`config.mk`:
```
export PLATFORM = sky130hd
export DESIGN_NAME = spw_serial_port
export DESIGN_NICKNAME = d
export VERILOG_FILES = /design/src/common/spw_pkg.sv /design/src/rtl/spw_serial_port.sv /design/src/rtl/spw_rate_gen.sv
export SDC_FILE = /design/constraint.sdc
export NUM_CORES = 1
export LEC_CHECK = 0
export BUFFER_PORTS_ARGS = -buffer_cell sky130_fd_sc_hd__buf_2
export CAP_MARGIN = 10
export CORE_MARGIN = 2
export CORE_UTILIZATION = 50
export CTS_BUF_LIST = sky130_fd_sc_hd__clkbuf_4 sky130_fd_sc_hd__clkbuf_8
export DETAILED_ROUTE_END_ITERATION = 6
export PLACE_DENSITY = 0.71
export SYNTH_ARGS = -nofsm -noshare
export SYNTH_HDL_FRONTEND = slang
export SYNTH_SLANG_ARGS = --single-unit
```
`constraint.sdc`:
```
create_clock -name pclk -period 3.16 [get_ports pclk]
set_input_delay 0.316 -clock pclk [delete_from_list [all_inputs] [get_ports pclk]]
set_output_delay 0.316 -clock pclk [all_outputs]
set_load 0.01 [all_outputs]
```
`src/common/spw_pkg.sv`:
```
// package: register map, field layouts, reset values and states
package spw_pkg;
  // ***************************************
  // register offsets (byte addresses)
  // ***************************************
  localparam logic [7:0] ADDR_DATA = 8'h00;
  localparam logic [7:0] ADDR_CTRL_ONE = 8'h04;
  localparam logic [7:0] ADDR_CTRL_TWO = 8'h08;
  localparam logic [7:0] ADDR_STATUS = 8'h0C;
  localparam logic [7:0] ADDR_BAUD = 8'h10;

  // ***************************************
  // reset values
  // ***************************************
  localparam logic [5:0] CTRL_ONE_RST = 6'h00;
  localparam logic [7:0] CTRL_TWO_RST = 8'h00;
  localparam logic [7:0] STATUS_RST = 8'hC0;
  localparam logic [7:0] BAUD_RST = 8'h00;

  // ***************************************
  // timing: receiver ticks per bit, vote points
  // ***************************************
  localparam logic [3:0] RT_LAST = 4'hF;
  localparam logic [3:0] RT_VOTE_A = 4'h7;
  localparam logic [3:0] RT_VOTE_B = 4'h8;
  localparam logic [3:0] RT_VOTE_C = 4'h9;
  localparam logic [3:0] BITS_FRAME8 = 4'hA;
  localparam logic [3:0] BITS_FRAME9 = 4'hB;
  // prescaler divisors for the two select bits; plain defaults
  localparam logic [3:0] PRE_DIV0 = 4'h1;
  localparam logic [3:0] PRE_DIV1 = 4'h2;
  localparam logic [3:0] PRE_DIV2 = 4'h4;
  localparam logic [3:0] PRE_DIV3 = 4'h8;

  // ***************************************
  // field layouts
  // ***************************************
  typedef struct packed {
    logic t8;
    logic frame9;
    logic wake_addr;
    logic clock_polarity_sel;
    logic clock_phase_sel;
    logic last_bit_clock_sel;
  } spw_ctrl_one_t;

  typedef struct packed {
    logic tx_irq_en;
    logic tc_irq_en;
    logic rx_irq_en;
    logic idle_irq_en;
    logic tx_enable_bit;
    logic rx_enable_bit;
    logic rx_sleep_bit;
    logic send_break_bit;
  } spw_ctrl_two_t;

  typedef struct packed {
    logic tx_empty_flag;
    logic tx_complete_flag;
    logic rx_full_flag;
    logic idle_flag;
    logic overrun_flag;
    logic noise_flag;
    logic framing_error_flag;
    logic spare;
  } spw_status_t;

  typedef struct packed {
    logic prescale_sel_hi;
    logic prescale_sel_lo;
    logic [2:0] tx_rate_sel;
    logic [2:0] rx_rate_sel;
  } spw_baud_t;

  typedef enum logic [1:0] {
    TX_IDLE = 2'b00,
    TX_FRAME = 2'b01,
    TX_BREAK = 2'b11
  } spw_tx_state_t;

  typedef enum logic {
    RX_IDLE = 1'b0,
    RX_BITS = 1'b1
  } spw_rx_state_t;
endpackage : spw_pkg

```
`src/rtl/spw_serial_port.sv`:
```
// serial port top: apb registers, transmitter, receiver, wake-up logic
`timescale 1ns/1ns
module spw_serial_port (
  input wire logic pclk,
  input wire logic presetn,
  input wire logic ce,
  input wire logic psel,
  input wire logic penable,
  input wire logic pwrite,
  input wire logic [7:0] paddr,
  input wire logic [31:0] pwdata,
  output logic [31:0] prdata,
  output logic pready,
  output logic pslverr,
  input wire logic rx_line,
  output logic tx_data_o,
  output logic tx_data_oe,
  output logic sclk_o,
  output logic sclk_oe,
  output logic irq
);
  spw_pkg::spw_ctrl_one_t c1, next_c1;
  spw_pkg::spw_ctrl_two_t c2, next_c2;
  spw_pkg::spw_status_t st, next_st;
  spw_pkg::spw_baud_t bd, next_bd;
  logic [7:0] tdr, next_tdr, rdr, next_rdr, rd_q, next_rd_q, rd_mux;
  logic r8, next_r8, idle_armed, next_idle_armed;
  logic rx_meta, rx_sync, rx_rt_tick, tx_rt_tick;
  spw_pkg::spw_tx_state_t tx_state, next_tx_state;
  logic [10:0] tx_sh, next_tx_sh;
  logic [3:0] tx_bit, next_tx_bit, tx_sub, next_tx_sub, nbits;
  logic sclk_q, next_sclk, sclk_act, tx_bit_tick, tx_load, tx_done;
  spw_pkg::spw_rx_state_t rx_state, next_rx_state;
  logic [3:0] rx_rt, next_rx_rt, rx_bit, next_rx_bit;
  logic [8:0] rx_sh, next_rx_sh, rx_char;
  logic [1:0] rx_votes, next_rx_votes;
  logic rx_val, next_rx_val, rx_nz, next_rx_nz, rx_done, rx_fe;
  logic [7:0] idle_cnt, next_idle_cnt;
  logic idle_hit, addr_wake, sleep_block, wr_acc, rd_acc, hit;

  // ***************************************
  // pin synchroniser and rate generator
  // ***************************************
  always_ff @(posedge pclk or negedge presetn)
  begin
    if (!presetn)
    begin
      rx_meta <= 1'b1;
      rx_sync <= 1'b1;
    end
    else if (ce)
    begin
      rx_meta <= rx_line;
      rx_sync <= rx_meta;
    end
  end

  spw_rate_gen u_rate (
    .pclk(pclk),
    .presetn(presetn),
    .ce(ce),
    .baud(bd),
    .rx_rt_tick(rx_rt_tick),
    .tx_rt_tick(tx_rt_tick)
  );

  assign nbits = c1.frame9 ? spw_pkg::BITS_FRAME9 : spw_pkg::BITS_FRAME8;

  // ***************************************
  // transmitter
  // ***************************************
  // fixed divide by sixteen after the selector
  assign tx_bit_tick = tx_rt_tick && (tx_sub == spw_pkg::RT_LAST);
  assign sclk_act = (tx_state == spw_pkg::TX_FRAME) && (tx_bit != 4'h0)
    && (tx_bit < nbits - 4'h2
      || (tx_bit == nbits - 4'h2 && c1.last_bit_clock_sel));

  always_comb
  begin
    next_tx_state = tx_state;
    next_tx_sh = tx_sh;
    next_tx_bit = tx_bit;
    next_tx_sub = tx_rt_tick ? tx_sub + 4'h1 : tx_sub;
    tx_load = 1'b0;
    tx_done = 1'b0;
    if (tx_bit_tick)
    begin
      if (tx_state != spw_pkg::TX_IDLE && tx_bit != nbits - 4'h1)
      begin
        // frame runs to its end even if disabled meanwhile
        next_tx_bit = tx_bit + 4'h1;
        next_tx_sh = {1'b1, tx_sh[10:1]};
      end
      else if (c2.tx_enable_bit && !st.tx_empty_flag)
      begin
        // stop, ninth or stop, data, start
        tx_load = 1'b1;
        next_tx_state = spw_pkg::TX_FRAME;
        next_tx_bit = 4'h0;
        next_tx_sh = {1'b1, c1.frame9 ? c1.t8 : 1'b1, tdr, 1'b0};
      end
      else if (c2.tx_enable_bit && c2.send_break_bit)
      begin
        next_tx_state = spw_pkg::TX_BREAK;
        next_tx_bit = 4'h0;
      end
      else
      begin
        tx_done = (tx_state != spw_pkg::TX_IDLE);
        next_tx_state = spw_pkg::TX_IDLE;
      end
    end
    // polarity and phase of the sync clock
    next_sclk = c1.clock_polarity_sel ^ (sclk_act
      && (c1.clock_phase_sel ? !tx_sub[3] : tx_sub[3]));
  end

  // idle and break levels come from state, not the shifter
  assign tx_data_o = (tx_state == spw_pkg::TX_FRAME) ? tx_sh[0]
    : (tx_state != spw_pkg::TX_BREAK);
  assign tx_data_oe = c2.tx_enable_bit || tx_state != spw_pkg::TX_IDLE;
  assign sclk_o = sclk_q;
  assign sclk_oe = tx_data_oe;

  always_ff @(posedge pclk or negedge presetn)
  begin
    if (!presetn)
    begin
      tx_state <= spw_pkg::TX_IDLE;
      tx_sh <= 11'h7FF;
      tx_bit <= 4'h0;
      tx_sub <= 4'h0;
      sclk_q <= 1'b0;
    end
    else if (ce)
    begin
      tx_state <= next_tx_state;
      tx_sh <= next_tx_sh;
      tx_bit <= next_tx_bit;
      tx_sub <= next_tx_sub;
      sclk_q <= next_sclk;
    end
  end

  // ***************************************
  // receiver
  // ***************************************
  assign rx_char = c1.frame9 ? rx_sh : {1'b0, rx_sh[8:1]};

  always_comb
  begin
    next_rx_state = rx_state;
    next_rx_rt = rx_rt;
    next_rx_bit = rx_bit;
    next_rx_sh = rx_sh;
    next_rx_votes = rx_votes;
    next_rx_val = rx_val;
    next_rx_nz = rx_nz;
    next_idle_cnt = idle_cnt;
    rx_done = 1'b0;
    rx_fe = 1'b0;
    idle_hit = 1'b0;
    if (rx_rt_tick && c2.rx_enable_bit)
    begin
      if (rx_state == spw_pkg::RX_IDLE)
      begin
        // idle line is ten or eleven bit times high
        if (!rx_sync)
          next_idle_cnt = 8'h00;
        else if (idle_cnt != {nbits, 4'h0})
          next_idle_cnt = idle_cnt + 8'h01;
        idle_hit = rx_sync && (idle_cnt == {nbits, 4'h0} - 8'h01);
        if (!rx_sync)
        begin
          next_rx_state = spw_pkg::RX_BITS;
          next_rx_rt = 4'h1;
          next_rx_bit = 4'h0;
          next_rx_nz = 1'b0;
        end
      end
      else
      begin
        next_idle_cnt = 8'h00;
        next_rx_rt = rx_rt + 4'h1;
        if (rx_rt == spw_pkg::RT_VOTE_A)
          next_rx_votes[0] = rx_sync;
        if (rx_rt == spw_pkg::RT_VOTE_B)
          next_rx_votes[1] = rx_sync;
        if (rx_rt == spw_pkg::RT_VOTE_C)
        begin
          // majority of three votes, any disagreement is noise
          next_rx_val = (rx_votes[0] & rx_votes[1])
            | (rx_sync & (rx_votes[0] | rx_votes[1]));
          next_rx_nz = rx_nz
            | !((rx_votes[0] == rx_votes[1]) && (rx_votes[1] == rx_sync));
        end
        if (rx_rt == spw_pkg::RT_LAST)
        begin
          next_rx_bit = rx_bit + 4'h1;
          if (rx_bit == 4'h0 && rx_val)
            next_rx_state = spw_pkg::RX_IDLE; // false start
          else if (rx_bit == nbits - 4'h1)
          begin
            rx_done = 1'b1;
            rx_fe = !rx_val;
            next_rx_state = spw_pkg::RX_IDLE;
          end
          else if (rx_bit != 4'h0)
            next_rx_sh = {rx_val, rx_sh[8:1]};
        end
      end
    end
  end

  always_ff @(posedge pclk or negedge presetn)
  begin
    if (!presetn)
    begin
      rx_state <= spw_pkg::RX_IDLE;
      rx_rt <= 4'h0;
      rx_bit <= 4'h0;
      rx_sh <= 9'h000;
      rx_votes <= 2'h3;
      rx_val <= 1'b1;
      rx_nz <= 1'b0;
      idle_cnt <= 8'h00;
    end
    else if (ce)
    begin
      rx_state <= next_rx_state;
      rx_rt <= next_rx_rt;
      rx_bit <= next_rx_bit;
      rx_sh <= next_rx_sh;
      rx_votes <= next_rx_votes;
      rx_val <= next_rx_val;
      rx_nz <= next_rx_nz;
      idle_cnt <= next_idle_cnt;
    end
  end

  // ***************************************
  // apb registers and flags
  // ***************************************
  assign wr_acc = ce && psel && penable && pwrite;
  assign rd_acc = ce && psel && penable && !pwrite;
  assign hit = paddr == spw_pkg::ADDR_DATA || paddr == spw_pkg::ADDR_CTRL_ONE
    || paddr == spw_pkg::ADDR_CTRL_TWO || paddr == spw_pkg::ADDR_STATUS
    || paddr == spw_pkg::ADDR_BAUD;
  assign pready = ce;
  assign pslverr = psel && penable && !hit;
  assign prdata = {24'h000000, rd_q};
  // address character: msb of the character is set
  assign addr_wake = rx_done && c1.wake_addr && c2.rx_sleep_bit
    && (c1.frame9 ? rx_char[8] : rx_char[7]);
  assign sleep_block = c2.rx_sleep_bit && !addr_wake;

  always_comb
  begin
    case (paddr)
      spw_pkg::ADDR_DATA: rd_mux = rdr;
      spw_pkg::ADDR_CTRL_ONE: rd_mux = {r8, c1.t8, 1'b0, c1[4:0]};
      spw_pkg::ADDR_CTRL_TWO: rd_mux = c2;
      spw_pkg::ADDR_STATUS: rd_mux = st;
      spw_pkg::ADDR_BAUD: rd_mux = bd;
      default: rd_mux = 8'h00;
    endcase
  end

  always_comb
  begin
    next_c1 = c1;
    next_c2 = c2;
    next_bd = bd;
    next_st = st;
    next_tdr = tdr;
    next_rdr = rdr;
    next_r8 = r8;
    next_idle_armed = idle_armed;
    next_rd_q = (ce && psel && !penable) ? rd_mux : rd_q;
    // software writes and clears first, hardware sets below win
    if (wr_acc)
    begin
      case (paddr)
        spw_pkg::ADDR_DATA:
        begin
          next_tdr = pwdata[7:0];
          next_st.tx_empty_flag = 1'b0;
          next_st.tx_complete_flag = 1'b0;
        end
        spw_pkg::ADDR_CTRL_ONE: next_c1 = {pwdata[6], pwdata[4:0]};
        spw_pkg::ADDR_CTRL_TWO: next_c2 = pwdata[7:0];
        spw_pkg::ADDR_STATUS:
          next_st[6:1] = st[6:1] & ~{pwdata[6], 1'b0, pwdata[4:1]};
        // should be written only with both enables off
        spw_pkg::ADDR_BAUD: next_bd = pwdata[7:0];
        default: next_st = st;
      endcase
    end
    if (rd_acc && paddr == spw_pkg::ADDR_DATA)
      next_st.rx_full_flag = 1'b0;
    if (tx_load)
      next_st.tx_empty_flag = 1'b1;
    if (tx_done)
      next_st.tx_complete_flag = 1'b1;
    if (rx_done && !sleep_block)
    begin
      next_idle_armed = 1'b1;
      if (st.rx_full_flag && !(rd_acc && paddr == spw_pkg::ADDR_DATA))
        next_st.overrun_flag = 1'b1;
      else
      begin
        next_rdr = rx_char[7:0];
        next_r8 = rx_char[8];
        next_st.rx_full_flag = 1'b1;
        next_st.noise_flag = st.noise_flag | rx_nz;
        next_st.framing_error_flag = st.framing_error_flag | rx_fe;
      end
    end
    if (idle_hit && !c2.rx_sleep_bit && idle_armed)
    begin
      next_st.idle_flag = 1'b1;
      next_idle_armed = 1'b0;
    end
    if (addr_wake || (idle_hit && !c1.wake_addr))
      next_c2.rx_sleep_bit = 1'b0;
  end

  assign irq = (c2.tx_irq_en && st.tx_empty_flag)
    || (c2.tc_irq_en && st.tx_complete_flag)
    || (c2.rx_irq_en && (st.rx_full_flag || st.overrun_flag))
    || (c2.idle_irq_en && st.idle_flag);

  always_ff @(posedge pclk or negedge presetn)
  begin
    if (!presetn)
    begin
      c1 <= spw_pkg::CTRL_ONE_RST;
      c2 <= spw_pkg::CTRL_TWO_RST;
      bd <= spw_pkg::BAUD_RST;
      st <= spw_pkg::STATUS_RST;
      tdr <= 8'h00;
      rdr <= 8'h00;
      r8 <= 1'b0;
      idle_armed <= 1'b0;
      rd_q <= 8'h00;
    end
    else if (ce)
    begin
      c1 <= next_c1;
      c2 <= next_c2;
      bd <= next_bd;
      st <= next_st;
      tdr <= next_tdr;
      rdr <= next_rdr;
      r8 <= next_r8;
      idle_armed <= next_idle_armed;
      rd_q <= next_rd_q;
    end
  end
endmodule : spw_serial_port

```
`src/rtl/spw_rate_gen.sv`:
```
// rate generator: shared prescaler and two binary rate selectors
`timescale 1ns/1ns
module spw_rate_gen (
  input wire logic pclk,
  input wire logic presetn,
  input wire logic ce,
  input wire spw_pkg::spw_baud_t baud,
  output logic rx_rt_tick,
  output logic tx_rt_tick
);
  logic [3:0] pre_cnt;
  logic [3:0] next_pre_cnt;
  logic [7:0] sel_cnt;
  logic [7:0] next_sel_cnt;
  logic [3:0] pre_div;
  logic pre_tick;

  function automatic logic [7:0] sel_mask(input logic [2:0] sel);
    sel_mask = 8'(({1'b0, 8'h01} << sel) - 9'h001);
  endfunction : sel_mask

  // ***************************************
  // prescaler then selectors
  // ***************************************
  always_comb
  begin
    case ({baud.prescale_sel_hi, baud.prescale_sel_lo})
      2'b00: pre_div = spw_pkg::PRE_DIV0;
      2'b01: pre_div = spw_pkg::PRE_DIV1;
      2'b10: pre_div = spw_pkg::PRE_DIV2;
      default: pre_div = spw_pkg::PRE_DIV3;
    endcase
    pre_tick = ce && (pre_cnt >= pre_div - 4'h1);
    next_pre_cnt = pre_tick ? 4'h0 : pre_cnt + 4'h1;
    next_sel_cnt = pre_tick ? sel_cnt + 8'h01 : sel_cnt;
  end

  // one shared counter, two independent masks
  assign rx_rt_tick = pre_tick && (&(sel_cnt | ~sel_mask(baud.rx_rate_sel)));
  assign tx_rt_tick = pre_tick && (&(sel_cnt | ~sel_mask(baud.tx_rate_sel)));

  always_ff @(posedge pclk or negedge presetn)
  begin
    if (!presetn)
    begin
      pre_cnt <= 4'h0;
      sel_cnt <= 8'h00;
    end
    else if (ce)
    begin
      pre_cnt <= next_pre_cnt;
      sel_cnt <= next_sel_cnt;
    end
  end
endmodule : spw_rate_gen

```
==> impl_metrics.csv, run 1 <==
group,metric,value,unit
global_route,track_usage,21.47,%
drt,wl_per_cell,16.92,µm
die,die_x,118.5,µm
layout,drive_above_1_share,28.26,%
drt,firstDrtPassIters,5,
logic_synthesis,syn_area,6559,µm²
logic_synthesis,synth_top_area_share,38.92,%
logic_synthesis,synth_most_common_cell,"dfrtp_1",
global_route,grt-ovfl-total,0,
drt,num_vias,4898,
global_route,grt_max_degree,72,
clocking,clockRootBuffer,"clkbuf_8",
logic_synthesis,yosysTopAreaCell,"dfrtp_1",
clocking,cts_sinks,119,
setup_path,crit_type,"flip-flop to flip-flop",
sta,worst_slew_pin_slew,0.6645,ns
logic_synthesis,synth_area_leaders,"dfrtp_1 (39%), mux2_2 (14%), dfstp_2 (6.8%)",
sta,clock.fmax,343.7,MHz
logic_synthesis,synth_edf_count,0,
pwr,p_per_area,462.4,nW/µm²
pwr,p_leak,3.422,nW
logic_synthesis,synthArstFlopShare,100.0,%
placed_design,hpwlAfterDp,10420,µm
setup_path,required,3.50,ns
sta,post-route-period-util,92.07,%
die,coreArea,12720,µm²
logic_synthesis,syn_avg_cell_area,10.54,µm²
min_path,worst_hold_path_type,"input pin to flip-flop",
clocking,cts_max_path_buffers,2,
logic_synthesis,ys_seq_area_share,45.73,%
layout,final_area,7291,µm²
logic_synthesis,ys_ff_latch,119,
run_status,status,"completed",
setup_path,worstSetupStartpointType,"flip-flop",
layout,finalNetCount,737,
clocking,htreeDepth,4,
layout,final_core_util,57.31,%
clocking,cts_tree,"done",
placed_design,numPortBuffers,37,
setup_path,cp.arrival,3.25,ns
logic_synthesis,synth_ff_type,"dfrtp_1",
die,die_area,14050,µm²
sta,min_period,2.909,ns
clocking,clk_pin_slew,0.08,ns
drt,drc,0,
global_route,grt_pass1_vias,4764,
flow_run,drv_cap,0,
drt,postRouteAntennaNets,0,
drt,via_per_inst,5.722,
clocking,numCtsBuffers,17,
layout,area_growth,11.16,%
sta,slew_headroom,55.70,%
setup_path,end_kind,"flip-flop",
die,rows,41,
sta,fin_tns_setup,0,ns
placed_design,gp_congestion,0.9318,
clocking,clkLatencyLatePin,0.45,ns
sta,layout_setup_ws,0.2506,ns
clocking,cts_setup_buffers,0,
pwr,irDropWorstVdd,0.2806,mV
logic_synthesis,syn_inst,622,
die,die_h,118.5,µm
sta,rsz0062_at_grt,"false",
die,io_pins,86,
logic_synthesis,synth_common_cells,"dfrtp_1 (102), mux2_2 (80), nand2_1 (56)",
global_route,antenna_found_initial,1,
placed_design,placed_area,6897,µm²
die,start_util,51.55,%
placed_design,dp_slack,0.1193,ns
drt,initialDrtViolationCount,352,
setup_path,cp_max_fo,7,
global_route,grt_pass1_wl,23860,µm
sta,setup-violations-final,0,
logic_synthesis,ys_warn_count,0,
logic_synthesis,yosysUniqueCellTypes,71,
sta,clock_skew,0.01639,ns
sta,hold_viol_final,0,
drt,drt_wl_total,14480,µm
sta,slew_viol_final,0,
==> metrics by stage <==
stage	hold slack [ns]	total power, mW	cells
after CTS	0.08161	3.393	855
after global routing	0.08906	3.526	856
after detailed placement	0.3983	2.133	822
final	0.09880	3.371	856
after floorplan	0.02041	2.000	645
after global placement	0.3889	2.105	822
==> layer usage <==
metal  vias to the layer above  global-route usage, %  share of wire (%)
li1                       2294                      -                  -
met1                      2438                  28.81                 46
met2                       146                  34.12                 47
met3                        20                  5.116                5.0
met4                         0                  7.440                2.0
met5                         -                      0                  0
==> flip-flops by register name, indices dropped and copies added, names as in the netlist, 2 cells and up <==
name            flops
tx_bit              4
c1                  6
u_rate.sel_cnt      7
tdr                 8
tx_state            2
rx_rt               4
st                  7
rx_sh               9
tx_sh              10
rd_q                8
bd                  8
idle_cnt            8
c2                  8
rdr                 8
tx_sub              4
rx_bit              4
rx_votes            2
u_rate.pre_cnt      4
==> timing repair <==
item / in CTS / in global routing
gates resized for setup: 0 / 3
hold buffers: 1 / 0
setup endpoints to repair: 0 / 22
endpoints found under the hold margin: 45 / 0
==> kinds of logic (layout without fill, tap and decap cells) <==
group                    count (synthesis)  in the layout  synth area share [%]
buffers and inverters                   73            111                 5.895
AND/OR/NAND/NOR                        178            178                 14.14
XOR/XNOR                                15             15                 2.003
flip-flops                             119            119                 45.73
other                                    2             26                0.1145
adder cells (fa/ha/maj)                 20             20                 3.815
multiplexers                            95             95                 16.04
AO/OA/AOI/OAI                          120            120                 12.27
==> cell usage in the layout, fill, tap and decap left out, drive strengths merged, types with 20 or more instances in the layout <==
cell    instances
nor2           28
ha             20
dfrtp         102
nand2          56
a21oi          20
inv            25
clkbuf         20
buf            54
mux2           81
o21ai          40
conb           25
==> critical path, stage by stage (launching register included) <==
cell and delay (ns):
dfrtp_1 0.42, or2_2 0.30, ha_1 0.27, nand2b_1 0.09
a2111o_1 0.15, nand3_1 0.29, nor4_4 0.57, o21ai_0 0.35
mux2_2 0.35
==> layout make-up <==
type | count | area, µm²
fillers | 1116 | 5431
multi-input cells | 453 | 3281
flip-flops and latches | 119 | 2999
repair buffers | 55 | 337.8
clock buffers | 20 | 269.0
well taps | 172 | 215.2
clock inverters | 12 | 96.34
inverters | 24 | 90.09
diodes | 1 | 2.502
==> worst paths after layout <==
check / startpoint / endpoint / slack, ns / depth (start not counted)
max in group asynchronous: presetn / tx_sh[8] / 1.84 / 3
min reg2reg: tx_sh[9] / tx_sh[9] / 0.47 / 2
max: bd[6] / tx_state[1] / 0.25 / 8
min in group asynchronous: presetn / rx_rt[3] / 0.44 / 2
min: rx_line / rx_meta / 0.1 / 2
max reg2reg: bd[6] / tx_state[1] / 0.25 / 8
==> report_power, final <==
group / total [mW] / internal [mW] / switching, mW
clock network: 1.26 / 0.599 / 0.660
logic: 0.399 / 0.171 / 0.227
registers: 1.71 / 1.60 / 0.109
total: 3.37 / 2.37 / 0.997
(Power assumes the default switching activity.)
==> run 2: changes to the inputs <==
Settings changed: CORE_MARGIN 2 to 1.5, RECOVER_POWER set to 50.
==> run 2 against run 1 <==
  * Global-route usage up 1.3 points
  * Non-clock buffer count fell by 2
  * Critical path depth rose by 2
  * Clock skew fell by 0.0081 ns
  * Maximum frequency decreased by 0.79%
  * Cell area is 0.22% higher
  * Critical path type unchanged
==> impl_metrics.csv, run 2 (synthesis results as in run 1) <==
group,metric,value,unit
min_path,hold_end,"rx_meta",
pwr,clkPwrFrac,42.4,%
clocking,numCtsBuffers,17,
sta,clock.fmax,341.0,MHz
drt,firstDrtPassIters,4,
pwr,irDropWorstVdd,0.3065,mV
drt,initialDrtViolationCount,344,
clocking,cts_setup_buffers,0,
pwr,totalPowerFinal,3.639,mW
global_route,gr-usage-met1,30.61,%
clocking,clockRootBuffer,"clkbuf_8",
setup_path,crit_type,"flip-flop to flip-flop",
sta,slew_viol_final,0,
placed_design,hpwlAfterDp,10250,µm
die,io_pins,86,
clocking,clkLatencyLatePin,0.44,ns
global_route,grt_max_degree,62,
sta,slew_headroom,1.410,%
layout,most-common-layout-cells,"dfrtp_1 (102), mux2_2 (80), nand2_1 (56)",
layout,area_growth,11.41,%
pwr,p_sw_share,27.02,%
drt,drc,0,
global_route,grt_pass1_wl,24760,µm
pwr,internal_power,2.656,mW
global_route,track_usage,22.75,%
layout,finalNetCount,735,
placed_design,numPortBuffers,37,
layout,multi_input_area,3266,µm²
die,die_x,117.5,µm
setup_path,crit_start,"bd[6]",
run_status,status,"completed",
clocking,htreeDepth,4,
layout,fillCellCount,1101,
layout,mostFrequentLayoutCell,"dfrtp_1",
layout,n_antenna_cell,0,
layout,final_cell_count_no_fill,853,
placed_design,dp_cells,820,
layout,reg_top3,"tx_sh x10, rx_sh x9",
setup_path,end_kind,"flip-flop",
drt,drt_wl_total,14490,µm
layout,largest_reg_flops,10,
global_route,met3_usage,6.056,%
clocking,cts_sinks,119,
setup_path,worst-r2r-cell-count,10,
layout,top_register,"tx_sh",
sta,fin_tns_setup,0,ns
sta,setup-violations-final,0,
global_route,use_met2,35.59,%
sta,hold_viol_final,0,
die,rows,41,
setup_path,required,3.49,ns
pwr,switchingPower,983.0,µW
drt,num_vias,4925,
global_route,grt-ovfl-total,0,
die,coreArea,12720,µm²
placed_design,gp_congestion,0.8939,
drt,postRouteAntennaNets,0,
setup_path,worstSetupStartpointType,"flip-flop",
global_route,grt_busiest_layer,"met2",
layout,drive_above_1_share,26.28,%
sta,post-route-period-util,92.80,%
min_path,min_from,"rx_line",
setup_path,reg2reg_to,"rx_bit[0]",
drt,wl_per_cell,16.98,µm
clocking,cts_max_path_buffers,2,
pwr,seq_power_share,47.0,%
global_route,antenna_found_initial,0,
setup_path,reg2reg_setup_slack,0.23,ns
flow_run,drv_cap,0,
sta,rsz0062_at_grt,"false",
sta,worst_slew_pin_slew,1.479,ns
pwr,p_leak,3.403,nW
min_path,min_path_cells,2,
pwr,comb_power_share,10.6,%
setup_path,cp.arrival,3.26,ns
drt,via_per_inst,5.774,
die,start_util,51.55,%
setup_path,cp_max_fo,12,
setup_path,r2r-start,"bd[6]",
die,die_area,13810,µm²
layout,ff_latch_area,2999,µm²
die,die_h,117.5,µm
pwr,p_per_area,498.0,nW/µm²
global_route,grt_pass1_vias,4879,
min_path,worst_hold_path_type,"input pin to flip-flop",
clocking,clk_pin_slew,0.08,ns
sta,min_period,2.933,ns
sta,clock_skew,0.008242,ns
clocking,cts_tree,"done",
run 2: critical path, stage by stage, from the launching register on:
cell	delay (ns)
dfrtp_1	0.45
or2_2	0.32
ha_1	0.26
nand2b_1	0.10
a2111o_1	0.16
nand3_1	0.19
buf_4	0.28
nor3_2	0.27
buf_4	0.25
nand2_1	0.22
a22o_1	0.30
run 2: timing repair:
action                                  CTS  global route
resized for setup                         0             1
endpoints found under the hold margin    54             0
endpoints found under the setup margin    0             7
hold buffers                              1             0
run 2: per-stage QoR:
| stage | setup slack, ns | instance area (µm²) | utilization [%] | hold WS, ns |
|---|---|---|---|---|
| 2_1_floorplan | 0.4349 | 6645 | - | 0.02041 |
| 3_3_place_gp | 0.2974 | 6882 | 54.09 | 0.4318 |
| 3_5_place_dp | 0.2353 | 6882 | 54.09 | 0.4418 |
| 4_1_cts | 0.1905 | 7337 | 57.67 | 0.07924 |
| 5_1_grt | 0.01639 | 7307 | 57.44 | 0.08227 |
| 6_report | 0.2275 | 7307 | 57.44 | 0.1058 |
run 2: cell type report:
type / instances / area share (%)
clock buffer: 18 / 3.390
sequential: 119 / 41.04
inverter: 24 / 1.233
tap: 172 / 2.945
timing repair buffer: 53 / 3.990
multi-input combinational: 453 / 44.69
clock inverter: 14 / 2.705
run 2: power by group through the flow:
stage	Combinational [mW]	Clock (mW)	Sequential (mW)
global route	0.445	1.65	1.73
floorplan	0.307	0	1.69
CTS	0.396	1.57	1.71
global placement	0.370	0	1.73
finish	0.386	1.54	1.71
detailed placement	0.393	0	1.73
run 2: routing by layer:
metal	vias up	share of wire (%)
met4	0	1.4
met1	2455	46
met2	158	48
met5	-	0
li1	2293	-
met3	19	5.2
run 2: worst max path at each step:
stage          slack, ns          end  cells past startpoint
6_report            0.23    rx_bit[0]                     10
5_1_grt             0.02  idle_cnt[0]                     10
4_1_cts             0.19       rdr[5]                      9
3_5_place_dp        0.24       rdr[0]                      9
3_3_place_gp        0.30       rdr[5]                      9
2_1_floorplan       0.43  rx_votes[0]                     10
